===== src/logic/adcsro_consts.svh =====
// constants of the converter serial readout port
`ifndef ADCSRO_CONSTS_SVH
`define ADCSRO_CONSTS_SVH
`define ADCSRO_WORD_BITS 24
`define ADCSRO_FIFO_DEPTH 8
`define ADCSRO_POS_LIM 26'sh07FFFFF
`define ADCSRO_NEG_LIM 26'sh3800000
`define ADCSRO_POS_CODE 24'h7FFFFF
`define ADCSRO_NEG_CODE 24'h800000
`define ADCSRO_STEP_SETTLE 6'h37
`define ADCSRO_WB_SETTLE_00 14'h36ED
`define ADCSRO_WB_SETTLE_01 14'h1B79
`define ADCSRO_WB_SETTLE_10 14'h0DBF
`define ADCSRO_WB_SETTLE_11 14'h06E2
`define ADCSRO_LL_SETTLE_00 14'h0226
`define ADCSRO_LL_SETTLE_01 14'h0126
`define ADCSRO_LL_SETTLE_10 14'h00A6
`define ADCSRO_LL_SETTLE_11 14'h006E
`define ADCSRO_PERIOD_00 14'h0100
`define ADCSRO_PERIOD_01 14'h0080
`define ADCSRO_PERIOD_10 14'h0040
`define ADCSRO_PERIOD_11 14'h0020
`define ADCSRO_CFG_RST 7'h00
`endif


===== src/logic/adcsro_pkg.sv =====
// types of the converter serial readout port
package adcsro_pkg;
  typedef enum logic [1:0] {PH_IDLE, PH_SETTLE, PH_RUN} adcsro_phase_type;
  typedef struct packed {
    logic swing_se;
    logic sclk_ext;
    logic [1:0] rate;
    logic wb;
    logic scs;
    logic spare;
  } adcsro_cfg_type;
  typedef struct packed {
    logic otr;
    logic [23:0] code;
  } adcsro_word_type;
  typedef struct packed {
    adcsro_phase_type phase;
    adcsro_cfg_type cfg_s1;
    adcsro_cfg_type cfg_s2;
    adcsro_cfg_type cfg;
    logic [2:0] start_s;
    logic [1:0] cs_s;
    logic [2:0] sck_s;
    logic [13:0] settle;
    logic [13:0] per;
    logic [5:0] step;
    logic [23:0] sh;
    logic [4:0] left;
    logic busy;
    logic sclk;
    logic sclk_n;
    logic sclk_oe;
    logic sclk_n_oe;
    logic dout;
    logic dout_n;
    logic dout_oe;
    logic rdy;
    logic rdy_n;
    logic otr;
    logic full;
  } adcsro_state_type;
endpackage : adcsro_pkg


===== src/logic/adcsro_port.sv =====
// serial readout port with its word buffer
`timescale 1ns/1ps
`include "adcsro_consts.svh"

module adcsro_fifo #(
  parameter int WIDTH = 25,
  parameter int DEPTH = 8
) (
  input wire logic clk,
  input wire logic rst,
  input wire logic flush,
  input wire logic in_valid,
  input wire logic [WIDTH-1:0] in_data,
  output logic in_ready,
  output logic out_valid,
  input wire logic out_ready,
  output logic [WIDTH-1:0] out_data
);
  localparam int AW = $clog2(DEPTH);
  typedef struct packed {
    logic [DEPTH-1:0][WIDTH-1:0] mem;
    logic [AW-1:0] wp;
    logic [AW-1:0] rp;
    logic [AW:0] cnt;
    logic rdy;
  } adcsro_fifo_state_type;
  localparam adcsro_fifo_state_type FIFO_RST = '{mem: '0, wp: '0, rp: '0, cnt: '0, rdy: 1'b1};

  adcsro_fifo_state_type q;
  adcsro_fifo_state_type n;
  logic push;
  logic pop;

  always_comb begin
    n = q;
    push = in_valid & q.rdy;
    pop = out_ready & (q.cnt != '0);
    if (flush) begin
      n.wp = '0;
      n.rp = '0;
      n.cnt = '0;
    end else begin
      if (push) begin
        n.mem[q.wp] = in_data;
        n.wp = AW'(q.wp + 1'b1);
      end
      if (pop) begin
        n.rp = AW'(q.rp + 1'b1);
      end
      if (push && !pop) begin
        n.cnt = (AW+1)'(q.cnt + 1'b1);
      end else if (pop && !push) begin
        n.cnt = (AW+1)'(q.cnt - 1'b1);
      end
    end
    // ready is registered from the next count so a full buffer stalls the source exactly
    n.rdy = (n.cnt != (AW+1)'(DEPTH));
  end

  always_ff @(posedge clk or posedge rst) begin
    if (rst) begin
      q <= FIFO_RST;
    end else begin
      q <= n;
    end
  end

  assign in_ready = q.rdy;
  assign out_valid = (q.cnt != '0);
  assign out_data = q.mem[q.rp];
endmodule : adcsro_fifo

module adcsro_port
  import adcsro_pkg::*;
#(
  parameter int WB_SETTLE_00 = `ADCSRO_WB_SETTLE_00
) (
  input wire logic CLK_SYS,
  input wire logic SYS_RST,
  input wire logic START,
  input wire logic SWING_SEL,
  input wire logic SCLK_SRC_SEL,
  input wire logic CS_N,
  input wire logic [1:0] RATE_SELECT,
  input wire logic FAST_FILTER_CONFIG,
  input wire logic FILTER_PATH_SELECT,
  input wire logic FILT_VALID,
  input wire logic [25:0] FILT_DATA,
  output logic FILT_READY,
  input wire logic SCLK_IN,
  output logic SCLK_OUT,
  output logic SCLK_OE,
  output logic SCLK_N_OUT,
  output logic SCLK_N_OE,
  output logic DOUT,
  output logic DOUT_N,
  output logic DOUT_OE,
  output logic CONVERSION_READY,
  output logic CONVERSION_READY_N,
  output logic OUT_OF_RANGE_FLAG,
  output logic FULL_SETTLE
);
  localparam adcsro_state_type ST_RST = '{phase: PH_IDLE, cfg_s1: `ADCSRO_CFG_RST, cfg_s2: `ADCSRO_CFG_RST,
    cfg: `ADCSRO_CFG_RST, rdy_n: 1'b1, sclk_n: 1'b1, default: '0};

  adcsro_state_type q;
  adcsro_state_type n;
  adcsro_word_type fin_word;
  adcsro_word_type fout_word;
  logic fifo_ready;
  logic fifo_valid;
  logic fifo_pop;
  logic fifo_flush;
  logic start_edge;
  logic ext;
  logic cs_off;
  logic shift_now;
  logic signed [25:0] fin;

  // settling length in master clocks for a latched configuration
  function automatic logic [13:0] settle_len(input adcsro_cfg_type c);
    logic [13:0] r;
    r = `ADCSRO_LL_SETTLE_00;
    if (c.wb) begin
      unique case (c.rate)
        2'h0: r = 14'(WB_SETTLE_00);
        2'h1: r = `ADCSRO_WB_SETTLE_01;
        2'h2: r = `ADCSRO_WB_SETTLE_10;
        2'h3: r = `ADCSRO_WB_SETTLE_11;
      endcase
    end else begin
      unique case (c.rate)
        2'h0: r = `ADCSRO_LL_SETTLE_00;
        2'h1: r = `ADCSRO_LL_SETTLE_01;
        2'h2: r = `ADCSRO_LL_SETTLE_10;
        2'h3: r = `ADCSRO_LL_SETTLE_11;
      endcase
    end
    return r;
  endfunction : settle_len

  // sample period; single-cycle settling runs at its settling time
  function automatic logic [13:0] period_len(input adcsro_cfg_type c);
    logic [13:0] r;
    r = `ADCSRO_PERIOD_00;
    if (c.scs) begin
      r = settle_len(c);
    end else begin
      unique case (c.rate)
        2'h0: r = `ADCSRO_PERIOD_00;
        2'h1: r = `ADCSRO_PERIOD_01;
        2'h2: r = `ADCSRO_PERIOD_10;
        2'h3: r = `ADCSRO_PERIOD_11;
      endcase
    end
    return r;
  endfunction : period_len

  always_comb begin
    fin = FILT_DATA;
    fin_word.otr = 1'b0;
    fin_word.code = fin[23:0];
    if (fin > `ADCSRO_POS_LIM) begin
      fin_word.otr = 1'b1;
      fin_word.code = `ADCSRO_POS_CODE;
    end else if (fin < `ADCSRO_NEG_LIM) begin
      fin_word.otr = 1'b1;
      fin_word.code = `ADCSRO_NEG_CODE;
    end
  end

  assign fifo_flush = (q.phase != PH_RUN) | start_edge;

  adcsro_fifo #(.WIDTH(`ADCSRO_WORD_BITS + 1), .DEPTH(`ADCSRO_FIFO_DEPTH)) u_fifo (
    .clk(CLK_SYS),
    .rst(SYS_RST),
    .flush(fifo_flush),
    .in_valid(FILT_VALID),
    .in_data(fin_word),
    .in_ready(fifo_ready),
    .out_valid(fifo_valid),
    .out_ready(fifo_pop),
    .out_data(fout_word)
  );

  assign start_edge = q.start_s[1] & ~q.start_s[2];
  assign ext = q.cfg.swing_se & q.cfg.sclk_ext;
  assign cs_off = q.cfg.swing_se & q.cs_s[1];
  assign shift_now = ext ? (~q.sck_s[1] & q.sck_s[2]) : q.sclk;

  always_comb begin
    n = q;
    fifo_pop = 1'b0;
    n.rdy = 1'b0;
    n.start_s = {q.start_s[1:0], START};
    n.cs_s = {q.cs_s[0], CS_N};
    n.sck_s = {q.sck_s[1:0], SCLK_IN};
    n.cfg_s1 = '{swing_se: SWING_SEL, sclk_ext: SCLK_SRC_SEL, rate: RATE_SELECT,
      wb: FAST_FILTER_CONFIG & FILTER_PATH_SELECT, scs: ~FAST_FILTER_CONFIG, spare: 1'b0};
    // fast filter low forces single-cycle path
    n.cfg_s2 = q.cfg_s1;
    // free-running shift clock, half the master rate
    n.sclk = ~q.sclk;
    if (q.busy && shift_now) begin
      if (q.left == 5'h00) begin
        n.busy = 1'b0;
      end else begin
        n.dout = q.sh[22];
        n.sh = {q.sh[22:0], 1'b0};
        n.left = 5'(q.left - 1'b1);
      end
    end
    unique case (q.phase)
      PH_IDLE: begin
      end
      PH_SETTLE: begin
        if (q.settle == 14'h0000) begin
          n.phase = PH_RUN;
          n.per = 14'h0000;
        end else begin
          n.settle = 14'(q.settle - 1'b1);
        end
      end
      PH_RUN: begin
        if (q.per == 14'h0000) begin
          // one ready per period
          // a start in the same cycle wins, so no word is popped into a flush
          if (fifo_valid && !q.busy && !cs_off && !start_edge) begin
            fifo_pop = 1'b1;
            n.rdy = 1'b1;
            n.sh = fout_word.code;
            n.dout = fout_word.code[23];
            n.left = 5'(`ADCSRO_WORD_BITS - 1);
            n.busy = 1'b1;
            n.otr = fout_word.otr;
            // count ready cycles to full settle
            if (q.step != `ADCSRO_STEP_SETTLE) begin
              n.step = 6'(q.step + 1'b1);
            end
            n.per = 14'(period_len(q.cfg) - 1'b1);
          end
        end else begin
          n.per = 14'(q.per - 1'b1);
        end
      end
    endcase
    n.full = q.cfg.wb & (n.step == `ADCSRO_STEP_SETTLE);
    if (cs_off) begin
      n.busy = 1'b0;
      n.sh = '0;
      n.left = '0;
      n.dout = 1'b0;
    end
    if (start_edge) begin
      n.cfg = q.cfg_s2;
      n.phase = PH_SETTLE;
      n.settle = 14'(settle_len(q.cfg_s2) - 1'b1);
      n.busy = 1'b0;
      n.rdy = 1'b0;
      n.step = '0;
      n.full = 1'b0;
    end
    n.dout_n = ~n.dout;
    n.rdy_n = ~n.rdy;
    n.dout_oe = ~cs_off;
    n.sclk_oe = ~ext & ~cs_off;
    n.sclk_n_oe = ext | ~cs_off;
    n.sclk_n = ext ? 1'b0 : ~n.sclk;
  end

  always_ff @(posedge CLK_SYS or posedge SYS_RST) begin
    if (SYS_RST) begin
      q <= ST_RST;
    end else begin
      q <= n;
    end
  end

  assign SCLK_OUT = q.sclk;
  assign SCLK_OE = q.sclk_oe;
  assign SCLK_N_OUT = q.sclk_n;
  assign SCLK_N_OE = q.sclk_n_oe;
  assign DOUT = q.dout;
  assign DOUT_N = q.dout_n;
  assign DOUT_OE = q.dout_oe;
  assign CONVERSION_READY = q.rdy;
  assign CONVERSION_READY_N = q.rdy_n;
  assign OUT_OF_RANGE_FLAG = q.otr;
  assign FULL_SETTLE = q.full;
  assign FILT_READY = fifo_ready;
endmodule : adcsro_port


===== config.mk =====
export PLATFORM = sky130hd
export DESIGN_NAME = adcsro_port
export DESIGN_NICKNAME = d
export VERILOG_FILES = /design/src/logic/adcsro_pkg.sv /design/src/logic/adcsro_port.sv
export VERILOG_INCLUDE_DIRS = /design/src /design/src/logic
export SDC_FILE = /design/constraint.sdc
export NUM_CORES = 1
export LEC_CHECK = 0
export BUFFER_PORTS_ARGS = -buffer_cell sky130_fd_sc_hd__buf_2
export CAP_MARGIN = 15
export CELL_PAD_IN_SITES_DETAIL_PLACEMENT = 2
export CELL_PAD_IN_SITES_GLOBAL_PLACEMENT = 2
export CORE_MARGIN = 2
export CORE_UTILIZATION = 48
export DETAILED_ROUTE_END_ITERATION = 6
export GPL_TIMING_DRIVEN = 0
export PLACE_DENSITY_LB_ADDON = 0.1
export SKIP_LAST_GASP = 1
export SYNTH_ARGS = -nofsm -noshare
export SYNTH_HDL_FRONTEND = slang
export SYNTH_HIERARCHICAL = 1
export SYNTH_SLANG_ARGS = --single-unit

===== constraint.sdc =====
create_clock -name CLK_SYS -period 13.75 [get_ports CLK_SYS]
set_input_delay 1.375 -clock CLK_SYS [delete_from_list [all_inputs] [get_ports CLK_SYS]]
set_output_delay 1.375 -clock CLK_SYS [all_outputs]
set_load 0.01 [all_outputs]

After elaboration in Yosys (flattened, before gate mapping):

Index checks and enable logic that the tools add are counted.

* register bits after elaboration: 314
* bits of input ports: 38
* output and inout bits: 12
* logic and storage cells: 182

* add/sub/neg operators: 10
* magnitude comparators: 5
* equality and inequality tests: 15
* mux-type cells: 56
* bitwise logic cells: 20
* reductions and logical operators: 28

Operators with widths (number)
* 14-bit case mux with 4 select lines: 5
* 200-bit bitwise mux: 1
* 14-bit two-way mux: 12
* 25-bit two-way mux: 4
* 25-bit binary-select mux with 3-bit select: 1
* 25-bit demux with 3-bit select: 1
* 36-bit two-way mux: 2
* 30-bit two-way mux: 2
* 14-bit by 1-bit subtractor with 14-bit output, second input constant: 4
* 50-bit two-way mux: 1
* 29-bit two-way mux: 1
* 14-bit logical NOT: 2
* 14-bit case mux with 2 select lines: 1
* 26-bit by 24-bit greater-than comparator with 1-bit output, second input constant: 1
* 26-bit by 24-bit less-than comparator with 1-bit output, second input constant: 1
* 1-bit two-way mux: 15
* 6-bit two-way mux: 2
* 2-bit equality test, second input constant: 5
* 10-bit two-way mux: 1
* 2-bit nonzero test: 5
* 1-bit AND: 9
* 1-bit inverter: 9
* 3-bit by 4-bit less-than comparator with 1-bit output, second input constant: 2
* 4-bit two-way mux: 2
* 22 further kinds: 45

Depth between registers and ports, before layout:

Gate-level depths: netlist of the first run.

* word-level depth: 14
* depth in mapped cells: 12
* mapped depth without buffers: 11

By module:

The synthesis of the first run kept the hierarchy.

Modules (own cells, without submodules)
* adcsro_fifo: instances 1, cells each 592, area each 9743.1 um^2, seq. area each 5281.3 um^2
* adcsro_port: instances 1, cells each 595, area each 5606.6 um^2, seq. area each 2555.0 um^2

Worst setup path after synthesis of the first run:

No wires, ideal clock.

* kind: input -> register
* from: input FILT_VALID
* to: register u_fifo/q[100] in the netlist's numbering
* setup time: 0.125 ns
* data arrival time: 2.721 ns
* data required time: 13.625 ns
* slack: 10.904 ns
* stages on the path: 7
* path buffers: 3
* path through: buf_6 > and2_4 > buf_12 > nand3_4 > nor3b_4 > buf_6 > mux2_2

* cells in the longest elaborated chain, start to end: 2

Ends and longest elaborated chain
* from (decl): RTL line adcsro_port.sv:87 `input wire logic FILT_VALID,`
* 1-bit AND: RTL line adcsro_port.sv:36 `push = in_valid & q.rdy;`
* 2-bit AND reduction (no source line)
* to (signal assigned): RTL line adcsro_port.sv:64 `q <= n;`
* to (decl): RTL line adcsro_port.sv:29 `adcsro_fifo_state_type q;`

No other way between the ends.
A chain may end at the register's enable or synchronous reset.

Final worst setup path of the first run:

* from: register q, in the netlist n[82]
* to: register u_fifo/q[161] in the netlist's numbering

* cells in the longest elaborated chain, start to end: 4

Ends and longest elaborated chain
* from (decl): RTL line adcsro_port.sv:106 `adcsro_state_type q;`
* from (signal assigned): RTL line adcsro_port.sv:275 `q <= n;`
* 1-bit AND: RTL line adcsro_port.sv:186 `assign start_edge = q.start_s[1] & ~q.start_s[2];`
* 1-bit OR: RTL line adcsro_port.sv:172 `assign fifo_flush = (q.phase != PH_RUN) | start_edge;`
* net fifo_flush: RTL line adcsro_port.sv:113 `logic fifo_flush;`
* 1-bit inverter (no source line)
* 2-bit AND reduction (no source line)

The timed path passes the listed nets, and every way through them passes these cells.

==> results.md, run 1 <==
* Dpl cells at about 1.6k
* Total die area at roughly 33000 µm²
* R2R depth at 8
* Synth Flop Type: dfrtp_1
* Reg2Reg Launch Point: n[82]
* Overall Power at about 2.1 mW
* Post-synthesis adder-cell area fraction at 1.47%
* Fin. max-slew vios at 0
* Worst clock skew at around 0.022 ns
* Vias in the first global route at 12.3k
* Commonest non-fill, non-tap cell in the layout: dfrtp_1
* Post-Place Worst Slack at about 9.9 ns
* F_max at roughly 0.26 GHz
* Hold Path Class: flip-flop to flip-flop
* Pre-antenna DRT Iters at 5
* Tcrit/Tclk final at between 20 and 30%
* IR drop worst, VDD at around 0.00011 V
* Routability cong. at 0.827
* Slew @ Worst Pin at about 1.1 ns
* Layout Nets at roughly 1.3k
* Hold Path Depth at 0
* Setup CP Type: flip-flop to flip-flop
* Initial antenna violation count at 0
* Routed length on met1 at 20700 µm
* Status: complete, no violations
* Layout cells sized above 1 at between 30% and 40%
* Yosys cell types at 82
* Critical path peak fanout at 10
* Mux contribution to synthesized area at 26.5%
* IO Pins at 50
* Vias/cell at roughly 6.2
* Dpl hpwl at around 30000 µm
* # DRC at 0
* Htree depth at 2
* Slew headroom at between 20% and 30%
* First-pass GRT wire length at roughly 79000 µm
* Yosys synthesis warning count at 6
* DR WL met2 at 26800 µm
* CTS resizes at 0
* Critical Path Start Type: flip-flop
* RSZ-0062 raised after global routing: false
* Worst EP arrival at 4.31 ns
* Period minus WS final at approximately 3.9 ns
* Area share of the largest cell type after synthesis at between 50 and 60%
* WL per Instance at approximately 30 µm
* DRT antenna net count at 0
* CTS tree: built
* Buffers on Ports at 48
* Final Setup Violations at 0
* Max Cap Viol at 0
* Compound-Gate Fraction of Synth Area at 6.97%
* Largest cells by area after synthesis: dfrtp_1 51%, mux2_2 16%, mux4_2 7.3%, mux2i_1 2.2%, nor2_1 1.9%
* Metal3 WL at about 1800 µm
* Crit path required time at approximately 14 ns
* Fin Setup TNS at 0 ns
* Most frequent cells in the layout: 310 x dfrtp_1, 215 x mux2_2, 79 x nor2_1, 74 x buf_2, 54 x o21ai_0
* Die X-Extent at between 150 and 200 µm
* Initial Utilization at 48.6%
* Die Y-Extent at between 150 and 200 µm
* CORE AREA at 31600 µm²
* DRT iter0 DRCs at ~520
* Synth Area in Simple Gates at under 10%
* Clock transition at path regs at 0.06 ns
* Avg Inst Size Synth at 12.9 µm²
* DRT Wirelength at ~51000 µm
* Clk buf depth at 3
* CP Capture Type: flip-flop
* Top reg by flops: u_fifo/q
* GRT Util Overall at 31.6%
* Asr flop ratio synth at 100%
* Area grow syn2layout at 13.2%
* Post-synthesis net count at around 1.2k
* # diodes at 0
* Via count at roughly 11k
* Worst R2R End: u_fifo/q[161]
* Largest family of logic cells by synthesized area: multiplexers
* CTS sink cnt at about 310
* Clock root cell: clkbuf_16
* Cells after synthesis at roughly 1.2k
* Final hold slack at 0.357 ns
* Register area at 7840 µm²
* Post-synthesis sequential area ratio at approximately 51%
* EDFF count, synth at 0
* Largest net degree at the start of global routing at around 110
* Worst-Skew Late Latency at 0.54 ns
* Final Hold Violating Endpoints at 0
* Static Leakage at between 8 and 9 nW
* Footprint of the multi-input gates at between 6000 and 7000 µm²
* Post-Syn Area at between 15000 and 20000 µm²
* Fin cells at about 1.7k
* Fillers at 2935
* Cell taking the most area after synthesis: dfrtp_1
* Power Dens Cells at 121 nW/µm²
* Max reg flops at 210
* Gr ovfl total at 0
* Top Layer Used: met4
* Hold Buf Count CTS at 0
* Worst Hold End: q[93]
* HP Start: n[93]
* Worst Setup Slack, final at between 9 and 10 ns
* Synth Area in XOR/XNOR at ~1.4%
* Rows at between 60 and 70
* Total CTS buffers at 37
* Synth Register Bits at about 310
* Post-CTS Setup Inserts at 0
* Worst R2R Setup Slack at 9.84 ns
-- worst max-delay path: stages, from the launching register on --
cell      delay [ns]
dfrtp_1         0.40
nand2b_1        0.15
clkbuf_1        0.46
clkbuf_1        0.63
nand2_1         0.19
buf_2           0.26
nor4_4          0.81
buf_2           0.48
mux2_2          0.40
-- Yosys cell counts, types with 4 or more instances --
cell       count
mux2i_1       34
and3_1         5
o2111ai_1      4
a22o_1         5
ha_1          18
buf_4          6
o22ai_1        9
xor2_1        12
mux4_2        50
inv_1         26
a21o_1         5
o21ai_0       54
nand2b_1       9
nor2_1        79
nand2_1       52
dfrtp_1      310
buf_6          9
o2bb2ai_1      4
buf_2         25
clkbuf_1      28
or4_1          8
nor4_4         4
nor3_1        12
nor4_1        10
mux2_4        10
mux2_2       215
o211ai_1      11
xnor2_1       12
a31oi_1        7
or3_1          6
nor2b_1        4
a21oi_1       44
nand3_1       13
-- where the power goes --
| part | internal (mW) | total, mW | switching (mW) | leakage [nW] |
|---|---|---|---|---|
| logic | 0.0452 | 0.144 | 0.0987 | 3.49 |
| registers | 0.938 | 0.957 | 0.0185 | 4.26 |
| clock network | 0.584 | 0.996 | 0.413 | 0.591 |
-- stage by stage --
step,utilization (%),area (µm²)
after floorplan,-,15300
final,55.0,17400
after detailed placement,51.2,16200
after global routing,55.0,17400
after global placement,51.0,16100
after CTS,55.0,17400
-- layout make-up --
cell class / count / area share (%)
flip-flops and latches: 313 / 45.1
clock inverters: 7 / 0.425
well taps: 402 / 2.90
plain buffers: 75 / 2.50
multi-input cells: 772 / 40.2
inverters: 27 / 0.641
repair buffers: 51 / 1.73
clock buffers: 60 / 6.53
-- cell families (layout without fill, tap and decap cells) --
logic type,count (synthesis),after routing
mux,312,312
simple gates,247,247
fa+ha+maj,18,18
buf+inv,102,220
flops,313,313
compound gates,171,171
xor+xnor,24,24
-- metal layers --
layer  track usage (%)  vias up
met5                 0        -
met4              12.0        0
met3              4.41      121
met2              56.9      258
met1              38.7     5697
li1                  -     4535
-- how the worst max path moves through the flow --
| stage | from | to | slack (ns) | cells after the start |
|---|---|---|---|---|
| after CTS | n[82] | u_fifo/q[185] | 9.84 | 8 |
| final | n[82] | u_fifo/q[161] | 9.84 | 8 |
| after global placement | SYS_RST | u_fifo/q[179] | 4.05 | 2 |
| after global routing | q[82] | u_fifo/q[161] | 9.63 | 8 |
| after detailed placement | n[82] | u_fifo/q[176] | 9.91 | 8 |
| after floorplan | SYS_RST | u_fifo/q[100] | 6.61 | 1 |
Power figures use the tool's default switching activity.
==> run 2: changes to the inputs <==
--- a/config.mk
+++ b/config.mk
@@ -11,7 +11,7 @@
 export CELL_PAD_IN_SITES_DETAIL_PLACEMENT = 2
 export CELL_PAD_IN_SITES_GLOBAL_PLACEMENT = 2
 export CORE_MARGIN = 2
-export CORE_UTILIZATION = 48
+export CORE_UTILIZATION = 44
 export DETAILED_ROUTE_END_ITERATION = 6
 export GPL_TIMING_DRIVEN = 0
 export PLACE_DENSITY_LB_ADDON = 0.1
==> constraint.sdc (replaced) <==
create_clock -name CLK_SYS -period 3.9 [get_ports CLK_SYS]
set_input_delay 0.39 -clock CLK_SYS [delete_from_list [all_inputs] [get_ports CLK_SYS]]
set_output_delay 0.39 -clock CLK_SYS [all_outputs]
set_load 0.01 [all_outputs]
==> run 2 against run 1 <==
Cell count rose by 3.5%. Total power rose to 3.5 times the previous value. Combinational power grew to 3.5 times the previous value. Worst setup slack worse by 9.4 ns. Clock power grew to 3.5 times the previous value. Hold slack got worse by 0.33 ns. Design area increased by 1.3%. Critical path depth unchanged. Die area increased by 8.9%. Via count shrank 3.7%. Critical endpoint is now u_fifo/q[178]. Highest routed layer unchanged.
==> results.md, run 2 (same netlist as run 1, synthesis figures left out) <==
* Initial Utilization at roughly 45%
* Worst clock skew at around 0.022 ns
* Delay-heaviest family, CP: buffers and inverters
* Htree depth at 2
* Clock root cell: clkbuf_16
* Die X-Extent at 191 µm
* CP max stage delay at between 0.6 and 0.7 ns
* RSZ-0062 raised after global routing: false
* Die Y-Extent at 191 µm
* Sw frac at approximately 24%
* Top reg by flops: u_fifo/q
* Max reg flops at 210
* Reg2Reg Launch Point: q[105]
* Overall Power at 7.38 mW
* Hold Path Class: input pin to asynchronous set/reset pin
* Bufs and invs on worst path at 4
* Buffers on Ports at between 40 and 50
* DRT Wirelength at 44200 µm
* Worst path cell trace: nor2b_1 -> clkbuf_1 -> clkbuf_1 -> nand2_1 -> buf_2 -> nor4_4 -> buf_2 -> mux2_2
* Worst R2R Setup Slack at about 0.43 ns
* Commonest non-fill, non-tap cell in the layout: dfrtp_1
* R2R depth at 8
* P_int at 5.61 mW
* Final Setup Violations at 0
* Rows at slightly below 70
* Total CTS buffers at 36
* IR drop worst, VDD at 0.000317 V
* # diodes at 0
* Critical path peak fanout at 10
* Top Layer Used: met4
* Period minus WS final at roughly 3.5 ns
* Gr ovfl total at 0
* Worst Setup SP: q[105]
* Largest net degree at the start of global routing at 57
* Comb pwr share at just under 7%
* WL per Instance at 25.0 µm
* DRT iter0 DRCs at roughly 490
* Worst R2R End: u_fifo/q[178]
* # DRC at 0
* CP max-delay cell: nor4_4
* Psw at between 1.5 and 2 mW
* Total die area at around 36000 µm²
* Worst-Skew Late Latency at approximately 0.52 ns
* Slew @ Worst Pin at around 1.2 ns
* Max Cap Viol at 0
* Fin util at around half
* Routed length on met1 at between 15000 and 20000 µm
* Static Leakage at between 8 and 9 nW
* Area grow syn2layout at 14.6%
* Critical Path Start Type: flip-flop
* Pre-antenna DRT Iters at 4
* Tcrit/Tclk final at roughly nine tenths
* DRT antenna net count at 0
* Power Dens Cells at about 420 nW/µm²
* Worst EP arrival at roughly 3.9 ns
* Routability cong. at between 0.7 and 0.8
* F_max at 0.288 GHz
* DR WL met2 at about 23000 µm
* Initial antenna violation count at 0
* Most frequent cells in the layout: 310 x dfrtp_1, 215 x mux2_2, 79 x nor2_1, 73 x buf_2, 54 x o21ai_0
* WP depth at 8
* Dpl hpwl at 29400 µm
* Crit path required time at ~4.3 ns
* CTS sink cnt at 313
* Vias in the first global route at about 12k
* Post-CTS Setup Inserts at 0
* CP Capture Type: flip-flop
* Clock transition at path regs at about 0.060 ns
* IO Pins at 50
* Layout cells sized above 1 at roughly 36%
* Fillers at between 3k and 4k
* Final Hold Violating Endpoints at 0
* Clk buf depth at 3
* CORE AREA at 34500 µm²
* Fin. max-slew vios at 0
* Critical path endpoint: u_fifo/q[178]
* GRT Util Overall at 25.4%
* Via count at just over 10k
* Sequential Power Share at a little under half
* Slew headroom at approximately 17%
* CTS tree: built
* Layout Nets at ~1.3k
* First-pass GRT wire length at just over 70000 µm
* Clk network pwr share at between 40% and 50%
* Metal3 WL at 1300 µm
* Setup CP Type: flip-flop to flip-flop
* Status: complete, no violations
* Vias/cell at around 5.8
==> run 2: changes by cell type in the layout (fill, tap and decap cells not counted), sizes merged <==
cell	before	now
clkinvlp	1	2
clkbuf	91	84
inv	27	26
bufinv	1	3
clkinv	5	6
dlygate4sd3	0	7
buf	95	98
==> run 2: layout make-up <==
class / instances / area [µm²] / area share (%)
flip-flops and latches: 313 / 7840 / 44.5
repair buffers: 61 / 438 / 2.49
clock buffers: 53 / 1090 / 6.18
multi-input cells: 772 / 6980 / 39.7
clock inverters: 10 / 139 / 0.790
inverters: 27 / 108 / 0.612
well taps: 455 / 569 / 3.24
plain buffers: 75 / 435 / 2.48
==> run 2: how the worst min path moves through the flow <==
stage,start,endpoint,slack [ns]
after floorplan,n[76],n[77],0.33
after global placement,n[81],n[82],0.34
after detailed placement,n[93],q[93],0.34
after CTS,FAST_FILTER_CONFIG,n[91],0.03
after global routing,FAST_FILTER_CONFIG,n[91],0.03
final,SYS_RST,u_fifo/q[158],0.03
==> run 2: stage by stage <==
stage | TNS, ns | setup slack (ns) | hold slack (ns) | cell area, µm² | std cells
global route | 0 | 0.127 | 0.0338 | 17600 | 1766
finish | 0 | 0.433 | 0.0257 | 17600 | 1766
floorplan | 0 | 0.769 | 0.331 | 15400 | 1187
CTS | 0 | 0.0594 | 0.0266 | 17600 | 1766
detailed placement | 0 | 0.138 | 0.343 | 16300 | 1696
global placement | -197.86 | -0.740 | 0.335 | 16200 | 1690
==> run 2: what timing repair did <==
action                                  CTS  global route
endpoints found under the setup margin    0            20
resized for setup                         0             2
hold buffers                              7             0
hold endpoints to repair                  7             0
==> run 2: power groups by stage <==
stage / combinational [mW] / sequential, mW / clock [mW]
CTS: 0.521 / 3.37 / 3.58
finish: 0.511 / 3.37 / 3.50
global route: 0.576 / 3.38 / 3.72
detailed placement: 0.505 / 3.43 / 0
floorplan: 0.330 / 3.41 / 0
global placement: 0.470 / 3.43 / 0
==> run 2: worst reg2reg max path: cells and delay by family, from the launching register on <==
family | cells | cell delay [ns]
multiplexers | 1 | 0.38
flip-flops | 1 | 0.42
buffers and inverters | 4 | 1.63
AND/OR/NAND/NOR | 3 | 0.93
==> run 2: routing by layer <==
metal  GRT usage [%]  vias up
met3            3.17       53
met5               0        -
li1                -     4538
met1            32.5     5467
met4            5.64        0
met2            45.8      162
